### src/core/tc_pkg.sv
package tc_pkg;

  // ----------------------------------------------------------------
  // widths and reset values
  // ----------------------------------------------------------------
  localparam int CW = 16;
  localparam logic [15:0] MODE_RESET = 16'h0800;
  localparam logic [15:0] LOAD_RESET = 16'h0000;
  localparam logic [15:0] HOLD_RESET = 16'h0000;

  // ----------------------------------------------------------------
  // mode register field positions
  // ----------------------------------------------------------------
  localparam int M_DIR = 3;
  localparam int M_BCD = 4;
  localparam int M_REPEAT = 5;
  localparam int M_RELOAD = 6;
  localparam int M_SPECIAL = 7;
  localparam int M_SRC_LO = 8;
  localparam int M_SRC_HI = 11;
  localparam int M_POL = 12;
  localparam int M_GATE_LO = 13;
  localparam int M_GATE_HI = 15;

  // ----------------------------------------------------------------
  // gating field codes
  // ----------------------------------------------------------------
  localparam logic [2:0] G_NONE = 3'h0;
  localparam logic [2:0] G_LOWER_TC = 3'h1;
  localparam logic [2:0] G_NEXT_HI = 3'h2;
  localparam logic [2:0] G_NEXT_LO = 3'h3;
  localparam logic [2:0] G_OWN_HIGH = 3'h4;
  localparam logic [2:0] G_OWN_LOW = 3'h5;
  localparam logic [2:0] G_EDGE_RISE = 3'h6;
  localparam logic [2:0] G_EDGE_FALL = 3'h7;

  // ----------------------------------------------------------------
  // register byte offsets
  // ----------------------------------------------------------------
  localparam logic [7:0] OFS_MODE = 8'h00;
  localparam logic [7:0] OFS_LOAD = 8'h04;
  localparam logic [7:0] OFS_HOLD = 8'h08;
  localparam logic [7:0] OFS_CMD = 8'h0C;
  localparam logic [7:0] OFS_STATUS = 8'h10;
  localparam logic [7:0] OFS_COUNT = 8'h14;

  // ----------------------------------------------------------------
  // command register bits (write one to act)
  // ----------------------------------------------------------------
  localparam int C_LOAD = 0;
  localparam int C_ARM = 1;
  localparam int C_LOAD_ARM = 2;
  localparam int C_STEP = 3;
  localparam int C_DISARM = 4;
  localparam int C_SET_TOG = 5;
  localparam int C_CLR_TOG = 6;

  // ----------------------------------------------------------------
  // status register bits
  // ----------------------------------------------------------------
  localparam int S_ARMED = 0;
  localparam int S_TC = 1;
  localparam int S_TOGGLE = 2;
  localparam int S_RETRIG = 3;
  localparam int S_EDGE_RUN = 4;

  // ----------------------------------------------------------------
  // synchroniser layout: 16 count sources then 5 gate pins
  // ----------------------------------------------------------------
  localparam int NSRC = 16;
  localparam int NSYNC = 21;

endpackage : tc_pkg

### src/core/counter_tc_gating_control.sv
// Chosen here: the APB slave port and the address map.
`timescale 1ns/1ps
`default_nettype none

module counter_tc_gating_control #(
  parameter int COUNTER_ID = 1
) (
  // clock, reset, enable
  input wire logic pclk,
  input wire logic presetn,
  input wire logic clk_en,
  // apb slave
  input wire logic psel,
  input wire logic penable,
  input wire logic pwrite,
  input wire logic [7:0] paddr,
  input wire logic [31:0] pwdata,
  output logic [31:0] prdata,
  output logic pready,
  output logic pslverr,
  // count and gate inputs
  input wire logic [4:0] freq_in,
  input wire logic [4:0] count_input_pin,
  input wire logic [4:0] gate_pin,
  input wire logic lower_counter_terminal_pulse,
  // counter outputs
  output logic terminal_count,
  output logic tc_toggle_out,
  output logic armed_out
);

  localparam int OWN_IDX = COUNTER_ID - 1;
  localparam int HI_IDX = COUNTER_ID % 5;
  localparam int LO_IDX = (COUNTER_ID + 3) % 5;

  // ----------------------------------------------------------------
  // state and next values
  // ----------------------------------------------------------------
  logic [15:0] mode_reg, load_reg, hold_reg, counter_reg, counter_next;
  logic tc_reg, toggle_reg, armed_reg, retrig_reg, alt_reg, seen_reg;
  logic disarm_pend_reg, edge_run_reg, gate_lvl_prev_reg;
  logic [31:0] prdata_reg;
  logic [tc_pkg::NSYNC-1:0] sync1_reg, sync2_reg, prev_reg;
  logic [tc_pkg::NSYNC-1:0] raw_in;

  // decoded controls
  logic up, bcd, repeat_on, reload_sel, special, pol;
  logic [2:0] gating;
  logic [3:0] src_code;
  logic edge_mode, no_gating, retrig_en, double_tc;
  // events
  logic wr_acc, cmd_wr, load_cmd, arm_cmd, step_cmd, disarm_cmd;
  logic src_edge, gate_lvl, gate_on, own_edge, gate_trig, retrig_req;
  logic qual_edge, count_pulse, retrig_path, plain_load, at_one;
  logic tc_enter, tc_leave, cycle_done;
  logic [15:0] reload_val;

  // ----------------------------------------------------------------
  // counting arithmetic
  // ----------------------------------------------------------------
  // one step up or down, binary or four bcd digits
  function automatic logic [15:0] step_value(input logic [15:0] v, input logic u,
                                             input logic b);
    logic [15:0] r;
    logic carry;
    logic [3:0] d;
    r = 16'h0000;
    carry = 1'b1;
    if (!b) begin
      r = u ? 16'(v + 16'h0001) : 16'(v - 16'h0001);
    end else begin
      for (int i = 0; i < 4; i++) begin
        d = v[i*4 +: 4];
        if (carry && u) begin
          carry = (d >= 4'h9);
          d = carry ? 4'h0 : 4'(d + 4'h1);
        end else if (carry) begin
          carry = (d == 4'h0);
          d = carry ? 4'h9 : 4'(d - 4'h1);
        end
        r[i*4 +: 4] = d;
      end
    end
    return r;
  endfunction : step_value

  // ----------------------------------------------------------------
  // input synchronisers
  // ----------------------------------------------------------------
  // codes 8..12 are the divided frequencies so the preset selects the first
  assign raw_in = {gate_pin, gate_pin[4:2], freq_in, gate_pin[1:0], count_input_pin,
                   lower_counter_terminal_pulse};

  // two flops then one history flop; edges only compare stage two and three
  always_ff @(posedge pclk or negedge presetn) begin
    if (!presetn) begin
      sync1_reg <= '0;
      sync2_reg <= '0;
      prev_reg <= '0;
    end else if (clk_en) begin
      sync1_reg <= raw_in;
      sync2_reg <= sync1_reg;
      prev_reg <= sync2_reg;
    end
  end

  // ----------------------------------------------------------------
  // mode decode and event generation
  // ----------------------------------------------------------------
  always_comb begin
    up = mode_reg[tc_pkg::M_DIR];
    bcd = mode_reg[tc_pkg::M_BCD];
    repeat_on = mode_reg[tc_pkg::M_REPEAT];
    reload_sel = mode_reg[tc_pkg::M_RELOAD];
    special = mode_reg[tc_pkg::M_SPECIAL];
    pol = mode_reg[tc_pkg::M_POL];
    gating = mode_reg[tc_pkg::M_GATE_HI:tc_pkg::M_GATE_LO];
    src_code = mode_reg[tc_pkg::M_SRC_HI:tc_pkg::M_SRC_LO];
    no_gating = (gating == tc_pkg::G_NONE);
    edge_mode = (gating == tc_pkg::G_EDGE_RISE) || (gating == tc_pkg::G_EDGE_FALL);
    retrig_en = special && !no_gating;
    double_tc = reload_sel;
    // apb access phase
    wr_acc = psel && penable && pwrite && clk_en;
    cmd_wr = wr_acc && (paddr == tc_pkg::OFS_CMD);
    load_cmd = cmd_wr && (pwdata[tc_pkg::C_LOAD] || pwdata[tc_pkg::C_LOAD_ARM]);
    arm_cmd = cmd_wr && (pwdata[tc_pkg::C_ARM] || pwdata[tc_pkg::C_LOAD_ARM]);
    step_cmd = cmd_wr && pwdata[tc_pkg::C_STEP];
    disarm_cmd = cmd_wr && pwdata[tc_pkg::C_DISARM];
    // selected source edge with polarity
    src_edge = clk_en && (pol ? (prev_reg[src_code] && !sync2_reg[src_code])
                              : (!prev_reg[src_code] && sync2_reg[src_code]));
    // level gate condition
    unique case (gating)
      tc_pkg::G_NONE: gate_lvl = 1'b1;
      tc_pkg::G_LOWER_TC: gate_lvl = sync2_reg[0];
      tc_pkg::G_NEXT_HI: gate_lvl = sync2_reg[tc_pkg::NSRC + HI_IDX];
      tc_pkg::G_NEXT_LO: gate_lvl = sync2_reg[tc_pkg::NSRC + LO_IDX];
      tc_pkg::G_OWN_HIGH: gate_lvl = sync2_reg[tc_pkg::NSRC + OWN_IDX];
      tc_pkg::G_OWN_LOW: gate_lvl = !sync2_reg[tc_pkg::NSRC + OWN_IDX];
      default: gate_lvl = 1'b0;
    endcase
    own_edge = clk_en && ((gating == tc_pkg::G_EDGE_RISE)
                          ? (!prev_reg[tc_pkg::NSRC + OWN_IDX] && sync2_reg[tc_pkg::NSRC + OWN_IDX])
                          : (prev_reg[tc_pkg::NSRC + OWN_IDX] && !sync2_reg[tc_pkg::NSRC + OWN_IDX]));
    gate_on = edge_mode ? edge_run_reg : gate_lvl;
    // active-going gate edge: level rise, or the start edge while armed
    gate_trig = edge_mode ? (own_edge && armed_reg)
                          : (clk_en && !no_gating && gate_lvl && !gate_lvl_prev_reg);
    retrig_req = retrig_en && gate_trig;
    qual_edge = src_edge && armed_reg && gate_on;
    at_one = up ? (counter_reg == (bcd ? 16'h9999 : 16'hFFFF)) : (counter_reg == 16'h0001);
    // a load turns into a pseudo count near terminal count or after retrigger; a step is always a count
    count_pulse = qual_edge || (src_edge && tc_reg) || step_cmd
                  || (load_cmd && (at_one || tc_reg || retrig_reg));
    retrig_path = count_pulse && retrig_reg && !tc_reg && !at_one;
    plain_load = load_cmd && !count_pulse;
    tc_enter = count_pulse && !retrig_path && at_one;
    tc_leave = count_pulse && tc_reg && !at_one;
    cycle_done = tc_enter && (!double_tc || seen_reg);
    // reload source choice
    if (no_gating && special) begin
      reload_val = sync2_reg[tc_pkg::NSRC + OWN_IDX] ? hold_reg : load_reg;
    end else if (reload_sel && no_gating) begin
      reload_val = sync2_reg[tc_pkg::NSRC + OWN_IDX] ? hold_reg : load_reg;
    end else if (reload_sel) begin
      reload_val = alt_reg ? hold_reg : load_reg;
    end else begin
      reload_val = load_reg;
    end
    // counter next value
    if (plain_load) begin
      counter_next = reload_val;
    end else if (retrig_path) begin
      counter_next = load_reg;
    end else if (tc_enter) begin
      counter_next = reload_val;
    end else if (count_pulse) begin
      counter_next = step_value(counter_reg, up, bcd);
    end else begin
      counter_next = counter_reg;
    end
  end

  // ----------------------------------------------------------------
  // counter and terminal count
  // ----------------------------------------------------------------
  // a boundary reload re-enters terminal count and keeps it high
  always_ff @(posedge pclk or negedge presetn) begin
    if (!presetn) begin
      counter_reg <= 16'h0000;
      tc_reg <= 1'b0;
    end else if (clk_en) begin
      counter_reg <= counter_next;
      if (tc_enter) begin
        tc_reg <= 1'b1;
      end else if (count_pulse) begin
        tc_reg <= 1'b0;
      end
    end
  end

  // toggle flips each time a count leaves or re-enters terminal count
  always_ff @(posedge pclk or negedge presetn) begin
    if (!presetn) begin
      toggle_reg <= 1'b0;
    end else if (clk_en) begin
      if (count_pulse && tc_reg) begin
        toggle_reg <= !toggle_reg;
      end else if (cmd_wr && pwdata[tc_pkg::C_SET_TOG]) begin
        toggle_reg <= 1'b1;
      end else if (cmd_wr && pwdata[tc_pkg::C_CLR_TOG]) begin
        toggle_reg <= 1'b0;
      end
    end
  end

  // ----------------------------------------------------------------
  // arming, cycle tracking and gate state
  // ----------------------------------------------------------------
  // disarm never lands inside terminal count, so it cannot latch up there
  always_ff @(posedge pclk or negedge presetn) begin
    if (!presetn) begin
      armed_reg <= 1'b0;
      disarm_pend_reg <= 1'b0;
      seen_reg <= 1'b0;
    end else if (clk_en) begin
      if (arm_cmd) begin
        armed_reg <= 1'b1;
        disarm_pend_reg <= 1'b0;
        seen_reg <= 1'b0;
      end else begin
        if (tc_enter) begin
          seen_reg <= double_tc && !seen_reg;
        end
        if (disarm_cmd && !tc_reg && !tc_enter) begin
          armed_reg <= 1'b0;
        end else if (tc_leave && disarm_pend_reg) begin
          armed_reg <= 1'b0;
          disarm_pend_reg <= 1'b0;
        end else if ((cycle_done && !repeat_on) || (disarm_cmd && (tc_reg || tc_enter))) begin
          disarm_pend_reg <= 1'b1;
        end
      end
    end
  end

  // edge gating run flag, retrigger pending, alternation
  always_ff @(posedge pclk or negedge presetn) begin
    if (!presetn) begin
      edge_run_reg <= 1'b0;
      retrig_reg <= 1'b0;
      alt_reg <= 1'b1;
      gate_lvl_prev_reg <= 1'b0;
    end else if (clk_en) begin
      gate_lvl_prev_reg <= gate_lvl;
      if (edge_mode && own_edge && armed_reg) begin
        edge_run_reg <= 1'b1;
      end else if (cycle_done || !armed_reg) begin
        edge_run_reg <= 1'b0;
      end
      // a retrigger in the committed cycle does not delay terminal count
      if (retrig_req && !at_one && !tc_reg) begin
        retrig_reg <= 1'b1;
      end else if (retrig_path || !armed_reg) begin
        retrig_reg <= 1'b0;
      end
      if (arm_cmd) begin
        alt_reg <= 1'b1;
      end else if (tc_enter && reload_sel && !no_gating) begin
        alt_reg <= !alt_reg;
      end
    end
  end

  // ----------------------------------------------------------------
  // register file
  // ----------------------------------------------------------------
  // hardware hold capture beats a software write in the same cycle
  always_ff @(posedge pclk or negedge presetn) begin
    if (!presetn) begin
      mode_reg <= tc_pkg::MODE_RESET;
      load_reg <= tc_pkg::LOAD_RESET;
      hold_reg <= tc_pkg::HOLD_RESET;
    end else if (clk_en) begin
      if (wr_acc && paddr == tc_pkg::OFS_MODE) begin
        mode_reg <= pwdata[15:0];
      end
      if (wr_acc && paddr == tc_pkg::OFS_LOAD) begin
        load_reg <= pwdata[15:0];
      end
      if (retrig_req) begin
        hold_reg <= counter_reg;
      end else if (wr_acc && paddr == tc_pkg::OFS_HOLD) begin
        hold_reg <= pwdata[15:0];
      end
    end
  end

  // read data captured in the setup phase, valid through the access phase
  always_ff @(posedge pclk or negedge presetn) begin
    if (!presetn) begin
      prdata_reg <= 32'h00000000;
    end else if (clk_en && psel && !penable) begin
      unique case (paddr)
        tc_pkg::OFS_MODE: prdata_reg <= {16'h0000, mode_reg};
        tc_pkg::OFS_LOAD: prdata_reg <= {16'h0000, load_reg};
        tc_pkg::OFS_HOLD: prdata_reg <= {16'h0000, hold_reg};
        tc_pkg::OFS_STATUS: prdata_reg <= {27'h0000000, edge_run_reg, retrig_reg,
                                           toggle_reg, tc_reg, armed_reg};
        tc_pkg::OFS_COUNT: prdata_reg <= {16'h0000, counter_reg};
        default: prdata_reg <= 32'h00000000;
      endcase
    end
  end

  assign prdata = prdata_reg;
  assign pready = 1'b1; // never waits
  assign pslverr = psel && penable && !(paddr == tc_pkg::OFS_MODE || paddr == tc_pkg::OFS_LOAD
                   || paddr == tc_pkg::OFS_HOLD || paddr == tc_pkg::OFS_CMD
                   || paddr == tc_pkg::OFS_STATUS || paddr == tc_pkg::OFS_COUNT);
  assign terminal_count = tc_reg;
  assign tc_toggle_out = toggle_reg;
  assign armed_out = armed_reg;
endmodule : counter_tc_gating_control

`default_nettype wire

### config.mk
export PLATFORM = sky130hd
export DESIGN_NAME = counter_tc_gating_control
export DESIGN_NICKNAME = d
export VERILOG_FILES = /design/src/core/tc_pkg.sv /design/src/core/counter_tc_gating_control.sv
export SDC_FILE = /design/constraint.sdc
export NUM_CORES = 1
export LEC_CHECK = 0
export ABC_AREA = 0
export BUFFER_PORTS_ARGS = -buffer_cell sky130_fd_sc_hd__buf_2
export CORE_MARGIN = 2
export CORE_UTILIZATION = 45
export CTS_CLUSTER_DIAMETER = 100
export DETAILED_ROUTE_END_ITERATION = 7
export GPL_ROUTABILITY_DRIVEN = 0
export HOLD_SLACK_MARGIN = 0.02
export PLACE_DENSITY = 0.63
export SYNTH_ARGS = -nofsm -noshare
export SYNTH_HDL_FRONTEND = slang
export SYNTH_SLANG_ARGS = --single-unit
### constraint.sdc
create_clock -name pclk -period 8.7 [get_ports pclk]
set_clock_uncertainty 0.2 [all_clocks]
set_input_delay 0.435 -clock pclk [delete_from_list [all_inputs] [get_ports pclk]]
set_output_delay 0.435 -clock pclk [all_outputs]
set_load 0.05 [all_outputs]
==> results_dict.tcl, run 1 <==
set metrics [dict create \
    register_area_um2 3430 \
    synth-edff-count 0 \
    rrSetupSlack_ps 4540 \
    regToRegStartpoint "counter_reg[8]" \
    synth_cells 880 \
    vias 7123 \
    vdd_drop_max_v 0.000180 \
    wire_per_inst_um 20.1 \
    cts-htree-levels 4 \
    core_region_area_um2 18700 \
    drt_iter0_drc 677 \
    yosysTopAreaCell "dfrtp_1" \
    start_util_pct 45.9 \
    ant_nets 0 \
    slew_headroom_pct 21.8 \
    max_freq_mhz 240 \
    yosys.area_share.xor_xnor_pct 0.917 \
    grt_start_max_net_pins 84 \
    crit_arrival_ps 4300 \
    crit_path_max_fanout 16 \
    p_leak_nw 4.05 \
    reg2reg_depth 11 \
    timing.setup.tns_ps 0 \
    synth-adder-area-share_pct 2.04 \
    antenna_found_initial 0 \
    rsz0062_at_grt "false" \
    via_per_inst 6.12 \
    cts-resized-gates 0 \
    clk_path_buf_depth 2 \
    root_buffer "clkbuf_16" \
    finalSetupViolCount 0 \
    finalHoldViolCount 0 \
    synthTopCellsByArea "dfrtp_1, mux2_2, nand2_1, mux4_2, mux2i_1" \
    drive_gt1_share_pct 25.6 \
    whs_path_depth 2 \
    worstHoldEndpoint "sync1_reg[18]" \
    die_x_um 142 \
    crit_type "reg -> reg" \
    mostFrequentLayoutCell "dfrtp_1" \
    timing.rr.end "counter_reg[12]" \
    grt_pass1_wl_um 37900 \
    design_area_um2 9720 \
    syn-cell-area_um2 8590 \
    mostFrequentLayoutCells "dfrtp_1, nand2_1, mux2_2, nor2_1, buf_2" \
    dieArea_um2 20200 \
    hold_class "in -> reg" \
    synthDistinctLibCells 75 \
    async_reset_ff_share_pct 100 \
    rows 50 \
    grt_usage_pct 24.1 \
    synth-compound-area-share_pct 17.5 \
    pin_count 99 \
    syn2layout_area_growth_pct 13.1 \
    post_cts_buffers 0 \
    die_y_um 142 \
    synth_ff_type "dfrtp_1" \
    cts_buffers 17 \
    grt_pass1_vias 6735 \
    ctsHoldBuffers 1 \
    n_antenna_cell 0 \
    post-route-min-period_ps 4160 \
    drc 0 \
    clkLatencyLatePin_ps 420 \
    clkTransAtPathRegs_ps 60 \
    layout.nets 993 \
    io_buffers 65 \
    crit_required_ps 8840 \
    firstDrtPassIters 6 \
    synthMuxAreaShare_pct 19.1 \
    synth_top_area_share_pct 39.3 \
    status "finished clean" \
    start_kind "flop" \
    drv_slew 0 \
    cp-end-kind "flop" \
    syn_area_per_cell_um2 9.76 \
    fill_cells 1694 \
    worst_slew_pin_slew_ps 1170 \
    p_per_area_nw_per_um2 205 \
    yosysSeqAreaShare_pct 39.9 \
    maxCapViolCount 0 \
    multi_input_area_um2 4820 \
    synth_top_family_by_area "multiplexers" \
    hp-start "gate_pin[2]" \
    ys_ff_latch 137 \
    cts_sinks 137 \
    wl_um 23400 \
    dpl_cell_area_um2 9020 \
    ys.warnings.count 0 \
    overflow 0 \
    cts_tree "done" \
    place_hpwl_um 16600 \
    finalCritPeriodShare_pct 47.9 \
    synthSimpleGateAreaFrac_pct 15.4 \
]
power by group:
group,internal (mW),switching [mW],leakage (nW)
clock network,0.560,0.273,0.326
registers,0.695,0.0953,1.74
logic,0.155,0.212,1.98
routing by layer:
layer  part of all wire, %  up-vias  GRT usage, %  wire, µm
met4                   1.1        0          6.16       246
met5                     0        -             0         0
met3                   5.1       22          3.94      1200
met1                    45     3566          33.7     10500
li1                      -     3315             -         -
met2                    49      220          39.2     11400
per-stage QoR:
| step | hold WS (ps) | setup slack (ps) | power [mW] | instances | util [%] |
|---|---|---|---|---|---|
| global placement | 259 | 4490 | 1.15 | 1131 | 48.2 |
| detailed placement | 265 | 4510 | 1.16 | 1131 | 48.2 |
| global route | 30.4 | 4280 | 2.08 | 1164 | 51.9 |
| floorplan | -60.6 | 5560 | 1.06 | 895 | - |
| CTS | 24.1 | 4630 | 2.00 | 1164 | 51.9 |
| finish | 37.0 | 4540 | 1.99 | 1164 | 51.9 |
area by class of cell:
class,instances,area share (%)
Clock buffer,21,4.84
Clock inverter,11,2.23
Inverter,20,0.773
Multi-Input combinational cell,666,49.6
Sequential cell,137,35.3
Tap cell,234,3.01
Timing Repair Buffer,75,4.21
worst max-delay path: stages, from the launching register on:
cell and delay (ps):
dfrtp_1 610, clkinv_1 410, ha_1 390, nor3b_1 170
nand3_1 230, nor2_1 110, o31ai_1 410, a21boi_2 670
nor2_1 220, o31ai_1 290, o311ai_0 180, a31oi_1 190
cell usage after synthesis, types with 4 or more instances:
master    count
nor2_1       71
o21ai_0      46
o211ai_1      7
and2_1        4
mux2_2       90
a21o_1        4
mux4_2       15
o22ai_1       8
a22oi_1       7
inv_1        19
a21oi_1      43
nor3_1       24
a32oi_1       8
buf_2         7
o31ai_1       7
nand4_1      10
o21a_1        5
nor2b_1       4
and3_1        6
buf_1         4
nand2_1      95
a31oi_1      10
or3b_2        5
a222oi_1     11
nor4_1        7
ha_1         14
a221oi_1      5
buf_4        17
nand3_1      22
nand2b_1      5
clkbuf_1     41
or3_1         6
a22o_1       16
mux2i_1      29
xnor2_1       7
o21ai_1       4
dfrtp_1     135
how the worst max path moves through the flow:
stage | startpoint | to | slack (ps) | depth (start not counted)
3_3_place_gp | clk_en | counter_reg[4] | 4490 | 10
2_1_floorplan | paddr[7] | mode_reg[10] | 5560 | 8
4_1_cts | counter_reg[8] | counter_reg[12] | 4630 | 11
6_report | counter_reg[8] | counter_reg[12] | 4540 | 11
5_1_grt | counter_reg[8] | counter_reg[12] | 4280 | 11
3_5_place_dp | clk_en | counter_reg[11] | 4510 | 11
logic make-up (layout without fill, tap and decap cells):
logic type | after synthesis | in the layout
other | 2 | 17
AND/OR/NAND/NOR | 279 | 279
multiplexers | 134 | 134
AO/OA/AOI/OAI | 213 | 213
XOR/XNOR | 9 | 9
adder cells (fa/ha/maj) | 14 | 14
buffers and inverters | 92 | 127
flip-flops | 137 | 137
Note: power is estimated with default switching activity, not from simulation.
==> run 2, diff against run 1 <==
clock period = 4.01 ns   (was 8.7 ns; I/O delays follow)
==> run 2 against run 1 <==
Net effect:
- design area is 4.4% higher
- flip-flop and latch count stayed put
- critical path depth is 2 lower
- sequential share of layout area is 1.5 points lower
- combinational power is 150% higher
- utilization is 2.3 points higher
- cell count is 5.2% higher
- global-route usage is 0.39 points higher
- critical endpoint unchanged
- clock power is 88% higher
- critical path type unchanged
- worst setup slack worse by 4300 ps
- worst hold slack better by 93 ps
- sequential power is 110% higher
==> results_dict.tcl, run 2 (synthesis gave the netlist of run 1 again) <==
set metrics [dict create \
    status "finished clean" \
    crit_type "reg -> reg" \
    n_antenna_cell 0 \
    clkLatencyLatePin_ps 420 \
    pin_count 99 \
    crit_arrival_ps 3870 \
    ant_nets 0 \
    die_x_um 142 \
    maxCapViolCount 0 \
    overflow 0 \
    fill_cells 1676 \
    dpl_cell_area_um2 9220 \
    firstDrtPassIters 8 \
    power_mw 4.14 \
    worstHoldEndpoint "seen_reg" \
    worst_slew_pin_slew_ps 945 \
    post-route-min-period_ps 3730 \
    multi_input_area_um2 4810 \
    finalHoldViolCount 0 \
    wire_per_inst_um 19.3 \
    io_buffers 65 \
    max_freq_mhz 268 \
    drt_iter0_drc 614 \
    hold-worst-slack_ps 130 \
    start_util_pct 45.9 \
    grt_usage_pct 24.5 \
    layout.nets 1053 \
    mostFrequentLayoutCell "dfrtp_1" \
    p_leak_nw 4.27 \
    finalSetupViolCount 0 \
    place_hpwl_um 16900 \
    antenna_found_initial 0 \
    timing.rr.end "counter_reg[12]" \
    whs_path_depth 5 \
    regToRegStartpoint "mode_reg[10]" \
    cts_buffers 17 \
    drc 0 \
    cts_tree "done" \
    grt_pass1_wl_um 38500 \
    root_buffer "clkbuf_16" \
    via_per_inst 5.97 \
    grt_pass1_vias 7063 \
    post_cts_buffers 0 \
    die_y_um 142 \
    clk_path_buf_depth 2 \
    timing.setup.tns_ps 0 \
    drv_slew 0 \
    register_area_um2 3430 \
    rsz0062_at_grt "false" \
    drive_gt1_share_pct 26.8 \
    wl_um 23600 \
    mostFrequentLayoutCells "dfrtp_1, nand2_1, mux2_2, nor2_1, buf_2" \
    dieArea_um2 20200 \
    syn2layout_area_growth_pct 18.0 \
    design_area_um2 10100 \
    slew_headroom_pct 36.8 \
    start_kind "flop" \
    hold_class "in -> reg" \
    grt_start_max_net_pins 93 \
    clkTransAtPathRegs_ps 60 \
    post-route-util_pct 54.2 \
    crit_required_ps 4150 \
    rows 50 \
    hp-start "paddr[7]" \
    cp-end-kind "flop" \
    vdd_drop_max_v 0.000292 \
    rrSetupSlack_ps 280 \
    cts-htree-levels 4 \
    cts_sinks 137 \
    reg2reg_depth 9 \
    vias 7302 \
    p_per_area_nw_per_um2 408 \
    crit_path_max_fanout 11 \
    finalCritPeriodShare_pct 92.9 \
    core_region_area_um2 18700 \
]
## run 2: changes by cell type in the layout (fill, tap and decap cells not counted), sizes merged
cell	change
buf	+28
bufinv	-4
clkinv	+3
dlygate4sd3	+32
inv	+1
## run 2: layout make-up
type	count	area share [%]
Multi-Input combinational cell	666	47.4
Sequential cell	137	33.8
Timing Repair Buffer	135	9.27
Clock buffer	21	4.64
Tap cell	234	2.89
Clock inverter	11	1.18
Inverter	20	0.740
## run 2: worst max path at each step
stage / slack (ps) / cells after the start / startpoint / to
after floorplan: 980 / 10 / mode_reg[11] / counter_reg[13]
after global placement: 340 / 9 / mode_reg[10] / counter_reg[12]
after detailed placement: 320 / 9 / mode_reg[10] / counter_reg[12]
after CTS: 290 / 9 / mode_reg[10] / counter_reg[12]
after global routing: 60 / 9 / mode_reg[10] / counter_reg[12]
final: 280 / 9 / mode_reg[10] / counter_reg[12]
## run 2: repair_timing
item                                    in CTS  in global routing
endpoints found under the setup margin       0                  0
hold endpoints to repair                   158                  0
hold buffers                                33                  0
gates resized for setup                      0                  0
## run 2: worst max-delay path, stage by stage, from the launching register on
cell      delay [ps]
dfrtp_1          710
mux4_2           600
mux2i_1          200
nor2_1            70
mux4_2           590
a21boi_2         460
nor2_1           180
o31ai_1          260
o311ai_0         180
a31oi_1          200
## run 2: metrics by stage
stage,std cells,setup slack (ps)
finish,1224,284
floorplan,895,984
detailed placement,1159,316
CTS,1224,293
global placement,1159,340
global route,1224,57.2
## run 2: where the power goes
| group | internal (mW) | leakage, nW | switching, mW |
|---|---|---|---|
| sequential | 1.51 | 1.74 | 0.148 |
| combinational | 0.383 | 2.24 | 0.529 |
| clock | 0.962 | 0.285 | 0.604 |
| total | 2.86 | 4.27 | 1.28 |
## run 2: metal layers
layer / part of all wire, % / routed length [µm] / vias up / track usage, %
met3: 5.3 / 1260 / 38 / 3.90
li1: - / - / 3450 / -
met4: 2.6 / 616 / 0 / 9.74
met1: 44 / 10500 / 3546 / 33.4
met2: 48 / 11300 / 268 / 39.2
met5: 0 / 0 / - / 0
==> run 3, diff against run 2 <==
clock period = 3.6 ns   (was 4.01 ns; I/O delays follow)
==> run 3 against run 2 <==
Net effect:
- critical path depth is 3 higher
- sequential share of layout area is 0.72 points lower
- first-iteration DRC count is 5.4% lower
- largest cell class unchanged
- utilization increased by 1.2 points
- power grew 15%
- sequential power increased by 9.6%
- non-clock buffer count up 26
- register-to-register slack barely moved
==> results_dict.tcl, run 3 (synthesis gave the netlist of run 1 again) <==
set metrics [dict create \
    die_y_um 142 \
    grt_pass1_wl_um 38700 \
    register_area_um2 3430 \
    layout.nets 1079 \
    mostFrequentLayoutCell "dfrtp_1" \
    mostFrequentLayoutCells "dfrtp_1, nand2_1, mux2_2, nor2_1, buf_2" \
    drive_gt1_share_pct 28.9 \
    place_hpwl_um 17300 \
    n_antenna_cell 0 \
    via_per_inst 5.89 \
    antenna_found_initial 0 \
    power_mw 4.74 \
    finalSetupViolCount 0 \
    wire_per_inst_um 19.3 \
    clkLatencyLatePin_ps 430 \
    vias 7358 \
    max_freq_mhz 303 \
    ant_nets 0 \
    maxCapViolCount 0 \
    crit_required_ps 3720 \
    fill_cells 1624 \
    cts_buffers 17 \
    hold_class "in -> reg" \
    cts_sinks 137 \
    slew_headroom_pct 47.0 \
    p_leak_nw 4.39 \
    grt_pass1_vias 7209 \
    timing.setup.tns_ps 0 \
    status "finished clean" \
    grtUsageMet3_pct 3.70 \
    multi_input_area_um2 4820 \
    use_met1_pct 32.3 \
    drt_iter0_drc 581 \
    cts-htree-levels 4 \
    setup_ws_ps 298 \
    p_per_area_nw_per_um2 458 \
    syn2layout_area_growth_pct 20.6 \
    rows 50 \
    post-route-util_pct 55.4 \
    cp-end-kind "flop" \
    use_met2_pct 40.4 \
    finalHoldViolCount 0 \
    cts_tree "done" \
    firstDrtPassIters 6 \
    start_util_pct 45.9 \
    clk_path_buf_depth 2 \
    drc 0 \
    die_x_um 142 \
    overflow 0 \
    grt_usage_pct 24.6 \
    crit_arrival_ps 3420 \
    crit_type "reg -> reg" \
    place_ws_ps 80.1 \
    root_buffer "clkbuf_16" \
    core_region_area_um2 18700 \
    io_buffers 65 \
    grt_start_max_net_pins 84 \
    dieArea_um2 20200 \
    rsz0062_at_grt "false" \
    vdd_drop_max_v 0.000326 \
    worst_slew_pin_slew_ps 794 \
    wl_um 24100 \
    busiest_layer "met2" \
    pin_count 99 \
    crit_path_max_fanout 10 \
    finalCritPeriodShare_pct 91.7 \
    start_kind "flop" \
    clkTransAtPathRegs_ps 60 \
    post-route-min-period_ps 3300 \
    drv_slew 0 \
]
## run 3: cell count changes in the layout (fill, tap and decap cells not counted), sizes merged
cell and change:
clkbuf -3, clkinv -1, clkinvlp +2, bufinv +1
inv +1, buf +26
## run 3: area by class of cell
type	instances	area share (%)
Sequential cell	137	33.1
Timing Repair Buffer	161	11.0
Inverter	20	0.724
Clock buffer	18	4.24
Clock inverter	14	1.67
Tap cell	234	2.83
Multi-Input combinational cell	666	46.5
## run 3: through the flow
stage,instance area [µm²],cells,hold slack [ps]
after floorplan,8650,895,-316
after global placement,9410,1185,105
after detailed placement,9410,1185,102
after CTS,10400,1250,113
after global routing,10400,1250,144
final,10400,1250,129
## run 3: routing by layer
| metal | vias up | share of wire, % |
|---|---|---|
| met5 | - | 0 |
| met2 | 263 | 48 |
| met3 | 62 | 5.1 |
| met4 | 0 | 3.3 |
| li1 | 3494 | - |
| met1 | 3539 | 44 |
## run 3: repair_timing
action	4_1_cts	5_1_grt
hold buffers	33	0
setup endpoints to repair	0	11
setup buffers	0	0
resized for setup	0	2
hold endpoints to repair	148	0
## run 3: power breakdown
| part | leakage, nW | internal (mW) | total, mW | switching [mW] |
|---|---|---|---|---|
| Clock | 0.285 | 1.11 | 1.80 | 0.694 |
| Sequential | 1.74 | 1.68 | 1.82 | 0.139 |
| Combinational | 2.37 | 0.481 | 1.12 | 0.635 |
| Total | 4.39 | 3.27 | 4.74 | 1.47 |
## run 3: path summary, 6_finish.rpt
check | start | depth (start not counted) | slack, ps | end
worst max-delay path | counter_reg[13] | 12 | 300 | counter_reg[7]
worst min-delay path | paddr[5] | 4 | 130 | prdata[12]
worst max register to register | counter_reg[13] | 12 | 300 | counter_reg[7]
worst min register to register | prdata[4] | 2 | 270 | prdata[4]
max in group asynchronous | presetn | 3 | 2140 | prev_reg[1]
min in group asynchronous | presetn | 2 | 160 | prev_reg[11]
## run 3: worst max-delay path, stage by stage (launching register included)
cell and delay [ps]:
dfrtp_1 510, inv_1 150, ha_1 160, nor3b_1 550
nand3_1 180, nor2_1 200, o31ai_1 110, a21boi_2 200
buf_4 210, or3_1 340, o21ai_0 80, nand2_1 70
a22o_1 210
